File: src/rtl/mrl_defs.svh
`ifndef MRL_DEFS_SVH
`define MRL_DEFS_SVH

// Operating mode select codes
`define MRL_OPSEL_STANDBY 3'h4
`define MRL_OPSEL_NORMAL 3'h7
// Watchdog period default
`define MRL_WDOG_PERIOD_RST 4'h4
// Reset cause codes
`define MRL_CAUSE_POR 5'h00
`define MRL_CAUSE_OVERTEMP 5'h12
// Watchdog mode select codes
`define MRL_WMODE_SWDEV 3'h1
`define MRL_WMODE_DEFAULT 3'h2
// Arbitrary identity value
`define MRL_IDENTITY_VAL 8'h5A
// Lock control width
`define MRL_LOCK_W 7

`endif

File: src/rtl/mrl_pkg.sv
package mrl_pkg;
    // Operating modes of the device
    typedef enum logic [2:0] {
        MRL_OFF = 3'b000,
        MRL_STANDBY = 3'b001,
        MRL_NORMAL = 3'b010,
        MRL_OVERTEMP = 3'b011,
        MRL_RESET = 3'b100
    } mrl_mode_t;
endpackage

File: src/rtl/mrl_entry_if.sv
`timescale 1ns/1ps
interface mrl_entry_if;
    import mrl_pkg::*;
    logic enter_standby;
    logic enter_normal;
    logic enter_overtemp;
    logic enter_reset;
    logic entry_any;
    modport src (output enter_standby, enter_normal, enter_overtemp, enter_reset, entry_any);
    modport dst (input enter_standby, enter_normal, enter_overtemp, enter_reset, entry_any);
endinterface

File: src/rtl/mrl_entry_detect.sv
`timescale 1ns/1ps
`include "mrl_defs.svh"
module mrl_entry_detect
    import mrl_pkg::*;
(
    // Clock and reset
    input wire logic clk,
    input wire logic rst_n,
    // Mode state
    input mrl_mode_t mode,
    // Entry strobes
    mrl_entry_if.src ent
);
    mrl_mode_t prev_reg;

    // Previous mode for edge detection
    always_ff @(posedge clk) begin
        if (!rst_n) begin
            prev_reg <= MRL_OFF;
        end else begin
            prev_reg <= mode;
        end
    end

    // Entry decode, combinational so updates land in the change cycle
    assign ent.entry_any = (mode != prev_reg);
    assign ent.enter_standby = ent.entry_any && (mode == MRL_STANDBY);
    assign ent.enter_normal = ent.entry_any && (mode == MRL_NORMAL);
    assign ent.enter_overtemp = ent.entry_any && (mode == MRL_OVERTEMP);
    assign ent.enter_reset = ent.entry_any && (mode == MRL_RESET);
endmodule // mrl_entry_detect

File: src/rtl/mrl_mode_regs.sv
// How it works
// Mode select: 100 standby/reset, 111 normal
// Never-normal flag set at power-on, cleared
// Watchdog period 0100 on overtemp/reset entry
// Reset cause: 00000, 10010 overtemp, cause
// Watchdog mode 001 if swdev else 010
// Power-up flag set, kept across modes
// Summary flags: system 1, others 0
// Live status zero at power-on and in off state, else live
// Events, enables, locks cleared at power-on
// Start-up config bits follow nonvolatile store
// Threshold control loaded from start-up setting
// Nonvolatile status always shows actual state
// Identity fixed from power-on onward
// Mode change discards ongoing serial access
// Entry updates in mode change cycle
`timescale 1ns/1ps
`include "mrl_defs.svh"
module mrl_mode_regs
    import mrl_pkg::*;
(
    // Clock and power-on reset
    input wire logic clk,
    input wire logic rst_n,
    // Operating mode from the mode controller
    input mrl_mode_t mode,
    input wire logic [4:0] reset_src_code,
    // Nonvolatile store values
    input wire logic nv_restart_limit,
    input wire logic nv_sw_dev,
    input wire logic [1:0] nv_reset_threshold,
    input wire logic nv_programmed,
    input wire logic [5:0] nv_write_count,
    // Live conditions
    input wire logic live_overtemp_warn,
    input wire logic live_sw_dev,
    input wire logic live_regulator,
    input wire logic live_can_supply,
    input wire logic live_wdog,
    // Serial host write port
    input wire logic spi_active,
    input wire logic spi_commit,
    input wire logic wr_wdog_ctrl,
    input wire logic [2:0] wr_wdog_mode,
    input wire logic [3:0] wr_wdog_period,
    input wire logic wr_op_mode,
    input wire logic [2:0] wr_op_mode_val,
    input wire logic wr_threshold,
    input wire logic [1:0] wr_threshold_val,
    input wire logic wr_event_en,
    input wire logic [2:0] wr_event_en_val,
    input wire logic wr_lock,
    input wire logic [`MRL_LOCK_W-1:0] wr_lock_val,
    input wire logic wr_evt_clr,
    input wire logic [4:0] wr_evt_clr_val,
    // Event sources
    input wire logic set_overtemp_warn,
    input wire logic set_serial_fail,
    input wire logic set_wdog_fail,
    input wire logic set_regulator_uv,
    // Control and status outputs
    output logic [2:0] op_mode_select,
    output logic normal_never_entered,
    output logic [3:0] wdog_period_sel,
    output logic [4:0] reset_cause,
    output logic [2:0] wdog_mode_sel,
    output logic powerup_event,
    output logic system_event_summary,
    output logic supply_event_summary,
    output logic transceiver_event_summary,
    output logic overtemp_warn_state,
    output logic sw_dev_state,
    output logic regulator_state,
    output logic can_supply_state,
    output logic wdog_state,
    output logic overtemp_warn_event,
    output logic overtemp_warn_event_en,
    output logic serial_fail_event,
    output logic serial_fail_event_en,
    output logic wdog_fail_event,
    output logic regulator_undervolt_event,
    output logic regulator_undervolt_event_en,
    output logic [`MRL_LOCK_W-1:0] lock_ctrl_bits,
    output logic restart_limit_cfg,
    output logic sw_dev_cfg,
    output logic [1:0] startup_reset_threshold_cfg,
    output logic [1:0] reset_threshold_ctrl,
    output logic nvm_programmed_state,
    output logic [5:0] nvm_write_count,
    output logic [7:0] device_identity,
    output logic spi_discard
);
    mrl_entry_if ent();
    logic xfer_bad_reg;
    logic host_ok;
    logic [2:0] op_mode_reg;
    logic nne_reg;
    logic [3:0] period_reg;
    logic [4:0] cause_reg;
    logic [2:0] wmode_reg;
    logic [4:0] evt_reg;
    logic [2:0] en_reg;
    logic [`MRL_LOCK_W-1:0] lock_reg;
    logic [1:0] thr_reg;
    logic [4:0] live_reg;
    logic [2:0] summ_reg;

    // Mode entry strobes
    mrl_entry_detect u_entry (
        .clk(clk),
        .rst_n(rst_n),
        .mode(mode),
        .ent(ent)
    );

    // Watchdog mode code from the development setting
    function automatic logic [2:0] wmode_default(input logic swdev);
        wmode_default = swdev ? `MRL_WMODE_SWDEV : `MRL_WMODE_DEFAULT;
    endfunction

    // Transfer spoil tracking
    always_ff @(posedge clk) begin
        if (!rst_n) begin
            xfer_bad_reg <= 1'b0;
        end else begin
            if (!spi_active)
                xfer_bad_reg <= 1'b0;
            else if (ent.entry_any)
                xfer_bad_reg <= 1'b1;
        end
    end
    assign spi_discard = spi_commit && (xfer_bad_reg || ent.entry_any);
    assign host_ok = spi_commit && !spi_discard;

    // Mode select field
    always_ff @(posedge clk) begin
        if (!rst_n) begin
            op_mode_reg <= `MRL_OPSEL_STANDBY;
        end else if (ent.enter_normal) begin
            op_mode_reg <= `MRL_OPSEL_NORMAL;
        end else if (ent.enter_standby || ent.enter_reset) begin
            op_mode_reg <= `MRL_OPSEL_STANDBY;
        end else if (host_ok && wr_op_mode) begin
            op_mode_reg <= wr_op_mode_val;
        end
    end

    // Normal never entered flag
    always_ff @(posedge clk) begin
        if (!rst_n) begin
            nne_reg <= 1'b1;
        end else if (ent.enter_normal) begin
            nne_reg <= 1'b0;
        end
    end

    // Watchdog control on entry, period and mode
    always_ff @(posedge clk) begin
        if (!rst_n) begin
            period_reg <= `MRL_WDOG_PERIOD_RST;
            wmode_reg <= wmode_default(nv_sw_dev);
        end else begin
            if (ent.enter_overtemp || ent.enter_reset)
                period_reg <= `MRL_WDOG_PERIOD_RST;
            else if (host_ok && wr_wdog_ctrl)
                period_reg <= wr_wdog_period;
            if (ent.enter_reset)
                wmode_reg <= wmode_default(nv_sw_dev);
            else if (host_ok && wr_wdog_ctrl)
                wmode_reg <= wr_wdog_mode;
        end
    end

    // Reset cause capture
    always_ff @(posedge clk) begin
        if (!rst_n) begin
            cause_reg <= `MRL_CAUSE_POR;
        end else if (ent.enter_overtemp) begin
            cause_reg <= `MRL_CAUSE_OVERTEMP;
        end else if (ent.enter_reset) begin
            cause_reg <= reset_src_code;
        end
    end

    // Captured events and power-up flag, set wins over clear
    always_ff @(posedge clk) begin
        if (!rst_n) begin
            evt_reg <= 5'h10; // Power-up flag set, others clear
        end else begin
            // Power-up flag (bit 4) is never host-clearable
            evt_reg <= (evt_reg & ~({5{host_ok && wr_evt_clr}} & {1'b0, wr_evt_clr_val[3:0]}))
                | {1'b0, set_regulator_uv, set_overtemp_warn, set_serial_fail,
                   set_wdog_fail};
        end
    end

    // Enables and locks, untouched by modes
    always_ff @(posedge clk) begin
        if (!rst_n) begin
            en_reg <= 3'h0;
            lock_reg <= '0;
        end else begin
            if (host_ok && wr_event_en)
                en_reg <= wr_event_en_val;
            if (host_ok && wr_lock)
                lock_reg <= wr_lock_val;
        end
    end

    // Threshold control from start-up setting
    always_ff @(posedge clk) begin
        if (!rst_n) begin
            thr_reg <= nv_reset_threshold;
        end else if (host_ok && wr_threshold) begin
            thr_reg <= wr_threshold_val;
        end
    end

    // Live status, zero while in off state
    always_ff @(posedge clk) begin
        if (!rst_n || mode == MRL_OFF) begin
            live_reg <= 5'h00;
        end else begin
            live_reg <= {live_overtemp_warn, live_sw_dev, live_regulator,
                         live_can_supply, live_wdog};
        end
    end

    // Summary flags, untouched by modes
    always_ff @(posedge clk) begin
        if (!rst_n) begin
            summ_reg <= 3'h1;
        end else if (host_ok && wr_evt_clr && wr_evt_clr_val[4]) begin
            summ_reg <= summ_reg;
        end
    end

    // Pass-through status and config, fixed identity
    assign restart_limit_cfg = nv_restart_limit;
    assign sw_dev_cfg = nv_sw_dev;
    assign startup_reset_threshold_cfg = nv_reset_threshold;
    assign nvm_programmed_state = nv_programmed;
    assign nvm_write_count = nv_write_count;
    assign device_identity = `MRL_IDENTITY_VAL;

    // Output mapping
    assign op_mode_select = op_mode_reg;
    assign normal_never_entered = nne_reg;
    assign wdog_period_sel = period_reg;
    assign reset_cause = cause_reg;
    assign wdog_mode_sel = wmode_reg;
    assign powerup_event = evt_reg[4];
    assign {supply_event_summary, transceiver_event_summary, system_event_summary} =
        {summ_reg[1], summ_reg[2], summ_reg[0]};
    assign {overtemp_warn_state, sw_dev_state, regulator_state, can_supply_state,
            wdog_state} = live_reg;
    assign wdog_fail_event = evt_reg[0];
    assign serial_fail_event = evt_reg[1];
    assign overtemp_warn_event = evt_reg[2];
    assign regulator_undervolt_event = evt_reg[3];
    assign {regulator_undervolt_event_en, overtemp_warn_event_en, serial_fail_event_en} =
        en_reg;
    assign lock_ctrl_bits = lock_reg;
    assign reset_threshold_ctrl = thr_reg;
endmodule // mrl_mode_regs

File: config.mk
export PLATFORM = sky130hd
export DESIGN_NAME = mrl_mode_regs
export DESIGN_NICKNAME = d
export VERILOG_FILES = /design/src/rtl/mrl_pkg.sv /design/src/rtl/mrl_entry_if.sv /design/src/rtl/mrl_entry_detect.sv /design/src/rtl/mrl_mode_regs.sv
export VERILOG_INCLUDE_DIRS = /design/src /design/src/rtl
export SDC_FILE = /design/constraint.sdc
export NUM_CORES = 1
export LEC_CHECK = 0
export BUFFER_PORTS_ARGS = -buffer_cell sky130_fd_sc_hd__buf_2
export CAP_MARGIN = 30
export CORE_ASPECT_RATIO = 0.5
export CORE_MARGIN = 3
export CORE_UTILIZATION = 45
export DETAILED_ROUTE_END_ITERATION = 8
export GPL_TIMING_DRIVEN = 0
export PLACE_DENSITY = 0.85
export RECOVER_POWER = 25
export SLEW_MARGIN = 20
export SYNTH_ARGS = -nofsm -noshare
export SYNTH_HDL_FRONTEND = slang
export SYNTH_SLANG_ARGS = --single-unit
export TNS_END_PERCENT = 20
File: constraint.sdc
create_clock -name clk -period 2.6 [get_ports clk]
set_input_delay 0.13 -clock clk [delete_from_list [all_inputs] [get_ports clk]]
set_output_delay 0.13 -clock clk [all_outputs]
set_load 0.005 [all_outputs]
==> results of run 1 <==
[cells by family after synthesis]
family	count (synthesis)	share of synthesized area (%)
multiplexers	22	11.73
flip-flops	41	45.61
AO/OA/AOI/OAI	20	6.619
AND/OR/NAND/NOR	69	21.89
XOR/XNOR	3	2.556
other	2	0.3933
buffers and inverters	33	11.21
[path summary, 6_finish.rpt]
kind	slack, ns	to
max	0.68	spi_discard
min	0.05	op_mode_select[2]
max reg2reg	0.69	wdog_mode_sel[1]
min reg2reg	0.45	normal_never_entered
[worst max-delay path, cell delays in order, from the launching register on]
cell,delay (ns)
dfxtp_1,0.45
xor2_2,0.21
or4_1,0.55
and2_1,0.17
buf_2,0.12
[placed cells by master (no fill, tap or decap), types with 6 or more instances in the layout]
master / synthesis / layout
buf_2: 3 / 93
buf_4: 23 / 15
clkbuf_1: 3 / 16
clkbuf_4: 0 / 8
conb_1: 2 / 12
dfxtp_1: 36 / 36
mux2i_1: 19 / 19
nand2_1: 11 / 11
nand3b_1: 6 / 6
nor2_1: 20 / 20
nor2b_1: 7 / 7
[where the power goes]
part	internal (mW)	total (mW)	switching [mW]
clock	0.186	0.393	0.207
sequential	0.671	0.686	0.0152
combinational	0.111	0.214	0.103
[cell type report]
class	count	area [um2]	share of cell area (%)
well taps	54	67.56	2.606
flip-flops and latches	41	870.8	33.59
repair buffers	102	496.7	19.16
inverters	4	15.01	0.5791
plain buffers	29	197.7	7.625
clock buffers	6	72.57	2.799
multi-input cells	126	862.1	33.25
clock inverters	2	10.01	0.3861
[per-layer routing]
| layer | track usage [%] | wire (um) | up-vias |
|---|---|---|---|
| met5 | 0 | 0 | - |
| li1 | - | - | 851 |
| met1 | 18.09 | 1642 | 792 |
| met4 | 4.368 | 0 | 0 |
| met2 | 31.76 | 2311 | 78 |
| met3 | 5.890 | 439 | 0 |
[metrics by stage]
step | util [%] | hold WS (ns) | instances
finish | 65.08 | 0.04925 | 364
global route | 65.08 | 0.04270 | 364
CTS | 65.45 | 0.04267 | 364
detailed placement | 63.38 | 0.3411 | 356
global placement | 63.38 | 0.3369 | 356
floorplan | - | 0.2479 | 200
==> flow_metrics.env, run 1 <==
export IMPL_drcViolationCount=0
export IMPL_ys_flop_type="dfxtp_1"
export IMPL_overflow=0
export IMPL_clk_pin_slew_ns=0.07
export IMPL_antenna_found_initial=0
export IMPL_cts_hold_buf=0
export IMPL_crit_start="u_entry.prev_reg[1]"
export IMPL_num_rows=16
export IMPL_drtIter0Drc=74
export IMPL_r2r_cells=4
export IMPL_cts_sinks=41
export IMPL_cap_violations=0
export IMPL_synth_edff_count=5
export IMPL_wl_um=4393
export IMPL_syn2layout_area_growth_pct=35.78
export IMPL_async_reset_ff_share_pct=0
export IMPL_cts_buffer_depth=2
export IMPL_post_dp_hpwl_um=3575
export IMPL_fin_crit_ns=1.918
export IMPL_grt_use_total_pct=16.73
export IMPL_grt_max_degree=13
export IMPL_die_area_um2=5108
export IMPL_viasPerCell=4.728
export IMPL_worstPathMaxFanout=6
export IMPL_drtPass1Iterations=4
export IMPL_hp_class="input port to register"
export IMPL_end_kind="output port"
export IMPL_die_w_um=98.12
export IMPL_stdcell_area_um2=2592
export IMPL_max_freq_mhz=521.4
export IMPL_place_area_um2=2525
export IMPL_coreArea_um2=3984
export IMPL_num_antenna_cells=0
export IMPL_yosys_top_cells_count="dfxtp_1 (36), buf_4 (23), nor2_1 (20)"
export IMPL_cts_tree="yes"
export IMPL_ios=126
export IMPL_ir_worst_vdd_uv=231.9
export IMPL_hold_viol_final=0
export IMPL_slew_headroom_pct=55.23
export IMPL_clk_latency_ns=0.29
export IMPL_start_util_pct=47.93
export IMPL_detail_route_wl_per_cell_um=12.07
export IMPL_synthMostInstantiatedCell="dfxtp_1"
export IMPL_preCtsSetupSlack_ns=0.7035
export IMPL_total_power_mw=1.294
export IMPL_syn_avg_cell_area_um2=10.05
export IMPL_antenna_left=0
export IMPL_dr_total_vias=1721
export IMPL_grt_pass1_vias=1602
export IMPL_die_y_um=52.06
export IMPL_finalSetupTns_ns=0
export IMPL_yosys_register_bits=41
export IMPL_cp_required_ns=2.47
export IMPL_fin_worst_skew_ns=0.008114
export IMPL_leakagePower_nw=1.229
export IMPL_pwr_density_cell_nw_per_um2=499.0
export IMPL_seq_area_frac_synth_pct=45.61
export IMPL_worstMarginPinSlew_ns=0.6665
export IMPL_synth_cell_types=35
export IMPL_gp_congestion=0.7240
export IMPL_synth_top_cell_by_area="dfxtp_1"
export IMPL_fillers=346
export IMPL_critPathKind="register to output port"
export IMPL_hold_path_startpoint="wr_op_mode_val[2]"
export IMPL_cp_start_kind="register"
export IMPL_htree_levels=2
export IMPL_cts_resized=0
export IMPL_cts_root_buf="clkbuf_8"
export IMPL_yosysWarningCount=0
export IMPL_slew_violations=0
export IMPL_syn_inst=190
export IMPL_setup_viol=0
export IMPL_status="finished, final reports clean"
export IMPL_synth_top_area_share_pct=37.75
export IMPL_syn_area_um2=1909
export IMPL_grt_pass1_wl_um=6865
export IMPL_nNetsFinal=374
export IMPL_period_share_pct=73.76
export IMPL_cts_made_buffers=5
export IMPL_largest_register_ffs=7
export IMPL_r2r_start="u_entry.prev_reg[2]"
export IMPL_cts_setup_buffers=0
export IMPL_rsz0062_at_grt="false"
export IMPL_yosys_top_cells_area="dfxtp_1 (38%), mux2i_1 (10%), buf_4 (9.0%)"
export IMPL_hold_depth=2
export IMPL_arrival_ns=1.79
export IMPL_port_buffers=102
export IMPL_worst_slack_ns=0.6822
export IMPL_drive_above_1_share_pct=43.23
Note: power is estimated with default switching activity, not from simulation.
==> run 2, diff against run 1 <==
--- a/config.mk
+++ b/config.mk
@@ -10,10 +10,10 @@
 export CAP_MARGIN = 30
 export CORE_ASPECT_RATIO = 0.5
 export CORE_MARGIN = 3
-export CORE_UTILIZATION = 45
+export CORE_UTILIZATION = 38
 export DETAILED_ROUTE_END_ITERATION = 8
 export GPL_TIMING_DRIVEN = 0
-export PLACE_DENSITY = 0.85
+export PLACE_DENSITY = 0.77
 export RECOVER_POWER = 25
 export SLEW_MARGIN = 20
 export SYNTH_ARGS = -nofsm -noshare
==> constraint.sdc (replaced) <==
create_clock -name clk -period 1.7 [get_ports clk]
set_input_delay 0.085 -clock clk [delete_from_list [all_inputs] [get_ports clk]]
set_output_delay 0.085 -clock clk [all_outputs]
set_load 0.005 [all_outputs]
==> run 2 against run 1 <==
  * The flow now finishes with violations (negative setup slack)
  * First-iteration DRC count shrank 24%
  * Clock skew shrank 0.0049 ns
  * Cell area grew 7.2%
  * Sequential share of layout area shrank 1.9 points
  * Die area grew 17%
  * Global-route usage fell by 1.0 points
  * Sequential power rose by 53%
  * Total power grew 64%
==> flow_metrics.env, run 2 (synthesized netlist as in run 1, its figures left out) <==
export IMPL_status="finished with violations"
export IMPL_violations="negative setup slack"
export IMPL_gp_congestion=0.7569
export IMPL_largest_register_ffs=7
export IMPL_critPathSlowestCell="or4_4"
export IMPL_internal_power_mw=1.595
export IMPL_critPathTopFamily="simple AND/OR/NAND/NOR gates"
export IMPL_slew_violations=0
export IMPL_drtPass1Iterations=4
export IMPL_rsz0062_at_grt="true"
export IMPL_cts_sinks=41
export IMPL_drtIter0Drc=56
export IMPL_nNetsFinal=381
export IMPL_setup_viol=1
export IMPL_pwr_density_cell_nw_per_um2=763.3
export IMPL_htree_levels=2
export IMPL_grt_pass1_vias=1672
export IMPL_die_w_um=106.2
export IMPL_total_power_mw=2.121
export IMPL_worst_slack_ns=-0.04588
export IMPL_die_y_um=56.13
export IMPL_post_dp_hpwl_um=3679
export IMPL_antenna_left=0
export IMPL_wl_um=4729
export IMPL_leakagePower_nw=1.309
export IMPL_max_stage_delay_ns=0.54
export IMPL_num_rows=17
export IMPL_cp_start_kind="register"
export IMPL_cp_required_ns=1.62
export IMPL_start_util_pct=41.37
export IMPL_layout_commonest_cell="buf_2"
export IMPL_place_area_um2=2540
export IMPL_critPathKind="register to output port"
export IMPL_cts_buffer_depth=2
export IMPL_crit_chain="xor2_4 > or4_4 > and2_4 > buf_6"
export IMPL_stdcell_area_um2=2779
export IMPL_dr_total_vias=1749
export IMPL_grt_pass1_wl_um=7555
export IMPL_worstPathMaxFanout=6
export IMPL_grt_max_degree=13
export IMPL_crit_buf_inv=1
export IMPL_utilization_pct=60.21
export IMPL_cap_violations=0
export IMPL_power_frac_seq_pct=49.5
export IMPL_fin_crit_ns=1.746
export IMPL_cts_made_buffers=5
export IMPL_grt_use_total_pct=15.69
export IMPL_slew_headroom_pct=57.97
export IMPL_detail_route_wl_per_cell_um=12.35
export IMPL_max_freq_mhz=572.8
export IMPL_stdcell_count=383
export IMPL_clk_latency_ns=0.29
export IMPL_combPwrFrac_pct=17.7
export IMPL_ir_worst_vdd_uv=359.3
export IMPL_die_area_um2=5963
export IMPL_viasPerCell=4.567
export IMPL_port_buffers=102
export IMPL_whs_ns=0.01666
export IMPL_cts_tree="yes"
export IMPL_drive_above_1_share_pct=47.00
export IMPL_finalSetupTns_ns=-0.04588
export IMPL_dp_cells=368
export IMPL_end_kind="output port"
export IMPL_worstMarginPinSlew_ns=0.6257
export IMPL_clk_pin_slew_ns=0.07
export IMPL_fillers=391
export IMPL_preCtsSetupSlack_ns=-0.1853
export IMPL_power_share_switching_pct=24.79
export IMPL_cts_root_buf="clkbuf_8"
export IMPL_ios=126
export IMPL_syn2layout_area_growth_pct=45.54
export IMPL_antenna_found_initial=0
export IMPL_hp_class="input port to register"
export IMPL_switching_power_uw=525.9
export IMPL_drcViolationCount=0
export IMPL_num_antenna_cells=0
export IMPL_clock_power_share_pct=32.8
export IMPL_fin_worst_skew_ns=0.003257
export IMPL_coreArea_um2=4616
export IMPL_arrival_ns=1.66
export IMPL_overflow=0
export IMPL_hold_viol_final=0
export IMPL_period_share_pct=102.7
export IMPL_final_cell_mix="buf_2 (95), dfxtp_1 (32), nor2_1 (20)"
[run 2: cell types whose count changed in the layout (fill, tap and decap cells not counted), sizes merged]
cell | before | now
buf | 108 | 116
dlygate4sd3 | 0 | 4
clkinv | 2 | 1
clkbuf | 29 | 25
[run 2: final timing paths]
path / from / endpoint / slack [ns] / depth (start not counted)
setup reg to reg: u_entry.prev_reg[2] / en_reg[1] / 0.02 / 5
hold / removal: live_can_supply / live_reg[1] / 0.02 / 2
hold reg to reg: normal_never_entered / normal_never_entered / 0.46 / 2
setup / recovery: u_entry.prev_reg[1] / spi_discard / -0.05 / 4
[run 2: layout make-up]
type	instances	area, um2	share of cell area (%)
inverter	4	15.01	0.5403
buffer	29	200.2	7.204
clock buffer	7	96.34	3.467
sequential	41	880.8	31.70
clock inverter	1	5.005	0.1801
tap	66	82.58	2.972
timing repair buffer	109	583.1	20.98
multi-input combinational	126	915.9	32.96
[run 2: worst reg2reg max path: stages (launching register included)]
cell     delay, ns
dfxtp_4       0.38
xor2_4        0.20
buf_12        0.15
nor4_2        0.50
mux2i_1       0.27
nor2b_1       0.07
[run 2: power groups by stage]
stage,registers (mW),clock network [mW],logic (mW)
after floorplan,1.07,0,0.182
after global placement,1.07,0,0.325
after detailed placement,1.07,0,0.335
after CTS,1.05,0.717,0.370
after global routing,1.06,0.769,0.411
final,1.05,0.695,0.376
[run 2: per-layer routing]
metal  global-route usage [%]  vias to the layer above  share of wire, %
met5                        0                        -                 0
met4                    4.982                        0              0.93
met3                    4.751                        5               8.3
met2                    29.61                       69                51
met1                    16.76                      802                40
li1                         -                      873                 -
[run 2: repair_timing]
item | in CTS | in global routing
endpoints found under the setup margin | 15 | 20
gates resized for setup | 9 | 6
pin swaps | 4 | 2
hold buffers | 3 | 1
buffers inserted | 3 | 0
hold endpoints to repair | 3 | 1
==> run 3, diff against run 2 <==
--- a/config.mk
+++ b/config.mk
@@ -8,12 +8,14 @@
 export LEC_CHECK = 0
 export BUFFER_PORTS_ARGS = -buffer_cell sky130_fd_sc_hd__buf_2
 export CAP_MARGIN = 30
+export CELL_PAD_IN_SITES_DETAIL_PLACEMENT = 1
+export CELL_PAD_IN_SITES_GLOBAL_PLACEMENT = 1
 export CORE_ASPECT_RATIO = 0.5
 export CORE_MARGIN = 3
-export CORE_UTILIZATION = 38
+export CORE_UTILIZATION = 26
 export DETAILED_ROUTE_END_ITERATION = 8
 export GPL_TIMING_DRIVEN = 0
-export PLACE_DENSITY = 0.77
+export PLACE_DENSITY_LB_ADDON = 0.1
 export RECOVER_POWER = 25
 export SLEW_MARGIN = 20
 export SYNTH_ARGS = -nofsm -noshare
==> run 3 against run 2 <==
  * The run still ends with negative setup slack left
  * Largest cell class unchanged
  * Combinational power is 2% lower
  * Cell area is 3.3% higher
  * Critical path type unchanged
  * Core utilization is 18 points lower
  * Clock skew is 0.00096 ns higher
  * Sequential share of layout area is 1.1 points lower
  * Total power is 22% higher
  * Critical path depth stayed put
==> flow_metrics.env, run 3 (synthesized netlist as in run 1, its figures left out) <==
export IMPL_period_share_pct=103.0
export IMPL_combPwrFrac_pct=14.3
export IMPL_pwr_density_cell_nw_per_um2=898.6
export IMPL_drtIter0Drc=63
export IMPL_die_y_um=66.60
export IMPL_worstMarginPinSlew_ns=0.5405
export IMPL_switching_power_uw=582.3
export IMPL_leakagePower_nw=1.333
export IMPL_final_cell_mix="buf_2 (93), dfxtp_1 (33), buf_4 (23)"
export IMPL_end_kind="output port"
export IMPL_grt_pass1_vias=1771
export IMPL_dp_cells=394
export IMPL_coreArea_um2=6884
export IMPL_max_freq_mhz=571.2
export IMPL_fin_crit_ns=1.751
export IMPL_nNetsFinal=380
export IMPL_stdcell_count=408
export IMPL_status="finished with violations"
export IMPL_die_area_um2=8470
export IMPL_rsz0062_at_grt="true"
export IMPL_cts_buffer_depth=2
export IMPL_worstPathMaxFanout=6
export IMPL_ios=126
export IMPL_power_share_switching_pct=22.57
export IMPL_hp_class="input port to register"
export IMPL_wl_um=5307
export IMPL_utilization_pct=41.71
export IMPL_viasPerCell=4.250
export IMPL_setup_viol=1
export IMPL_ir_worst_vdd_uv=328.8
export IMPL_antenna_found_initial=0
export IMPL_dr_total_vias=1734
export IMPL_cts_sinks=41
export IMPL_grt_use_total_pct=12.87
export IMPL_htree_levels=2
export IMPL_cp_required_ns=1.62
export IMPL_die_w_um=127.2
export IMPL_cts_hold_buf=0
export IMPL_drive_above_1_share_pct=46.52
export IMPL_fin_worst_skew_ns=0.004214
export IMPL_cts_tree="yes"
export IMPL_grt_pass1_wl_um=8459
export IMPL_top_usage_layer="met2"
export IMPL_drcViolationCount=0
export IMPL_cap_violations=0
export IMPL_clk_latency_ns=0.28
export IMPL_num_antenna_cells=0
export IMPL_grt_max_degree=14
export IMPL_arrival_ns=1.67
export IMPL_hold_viol_final=0
export IMPL_cts_made_buffers=5
export IMPL_gp_congestion=0.6937
export IMPL_drtPass1Iterations=4
export IMPL_critPathKind="register to output port"
export IMPL_slew_violations=0
export IMPL_critPathSlowestCell="or4_1"
export IMPL_use_met3_pct=4.243
export IMPL_grtUsageMet2_pct=22.30
export IMPL_use_met1_pct=15.31
export IMPL_crit_chain="xor2_4 > or4_1 > and2_1 > buf_2"
export IMPL_power_frac_seq_pct=40.7
export IMPL_violations="negative setup slack"
export IMPL_max_stage_delay_ns=0.50
export IMPL_layout_commonest_cell="buf_2"
export IMPL_slew_headroom_pct=63.69
export IMPL_num_rows=21
export IMPL_cp_start_kind="register"
export IMPL_internal_power_mw=1.998
export IMPL_port_buffers=102
export IMPL_detail_route_wl_per_cell_um=13.01
export IMPL_start_util_pct=27.74
export IMPL_clock_power_share_pct=45.0
export IMPL_overflow=0
export IMPL_antenna_left=0
export IMPL_largest_register_ffs=7
export IMPL_worst_slack_ns=-0.05078
export IMPL_critPathTopFamily="simple AND/OR/NAND/NOR gates"
export IMPL_clk_pin_slew_ns=0.06
export IMPL_crit_buf_inv=1
export IMPL_cts_root_buf="clkbuf_16"
export IMPL_syn2layout_area_growth_pct=50.39
export IMPL_post_dp_hpwl_um=4173
## run 3: layout make-up
cell class                      instances  area [um2]
Fill cell                             822        4013
Timing Repair Buffer                  108       555.5
Clock buffer                            6       150.1
Multi-Input combinational cell        126       920.9
Clock inverter                          2       35.03
Inverter                                4       15.01
Sequential cell                        41       879.6
Buffer                                 29       200.2
Tap cell                               92       115.1
## run 3: final timing paths
kind	startpoint	to	slack, ns	cells past startpoint
max	u_entry.prev_reg[2]	spi_discard	-0.05	4
min	wr_op_mode_val[2]	op_mode_select[2]	0.009	2
max reg2reg	u_entry.prev_reg[2]	wdog_mode_sel[0]	0.05	5
min reg2reg	normal_never_entered	normal_never_entered	0.47	2
## run 3: per-layer routing
metal / vias up / part of all wire (%)
met5: - / 0
met4: 0 / 0.85
met3: 4 / 7.7
met2: 71 / 47
met1: 789 / 45
li1: 870 / -
## run 3: power groups by stage
stage / logic, mW / registers [mW] / clock network (mW)
6_report: 0.368 / 1.05 / 1.16
3_5_place_dp: 0.342 / 1.07 / 0
4_1_cts: 0.370 / 1.05 / 1.20
5_1_grt: 0.414 / 1.06 / 1.25
3_3_place_gp: 0.335 / 1.07 / 0
2_1_floorplan: 0.182 / 1.07 / 0
## run 3: per-stage QoR
step                setup slack [ns]  total power [mW]  instance area [um2]  hold WS, ns  setup TNS [ns]
floorplan                    0.08799             1.256                 1947       0.2029               0
global placement             -0.3029             1.404                 2572       0.2932          -2.230
detailed placement           -0.2829             1.414                 2572       0.3015          -2.427
CTS                         -0.05530             2.619                 2849     0.004578         -0.1035
global route                 -0.1033             2.722                 2872      0.01877         -0.3859
finish                      -0.05078             2.580                 2872     0.009211        -0.05078
## run 3: repair_timing
item	in CTS	in global routing
setup buffers	5	1
endpoints found under the setup margin	17	17
hold endpoints to repair	0	0
pin swaps	3	1
gates resized for setup	10	3
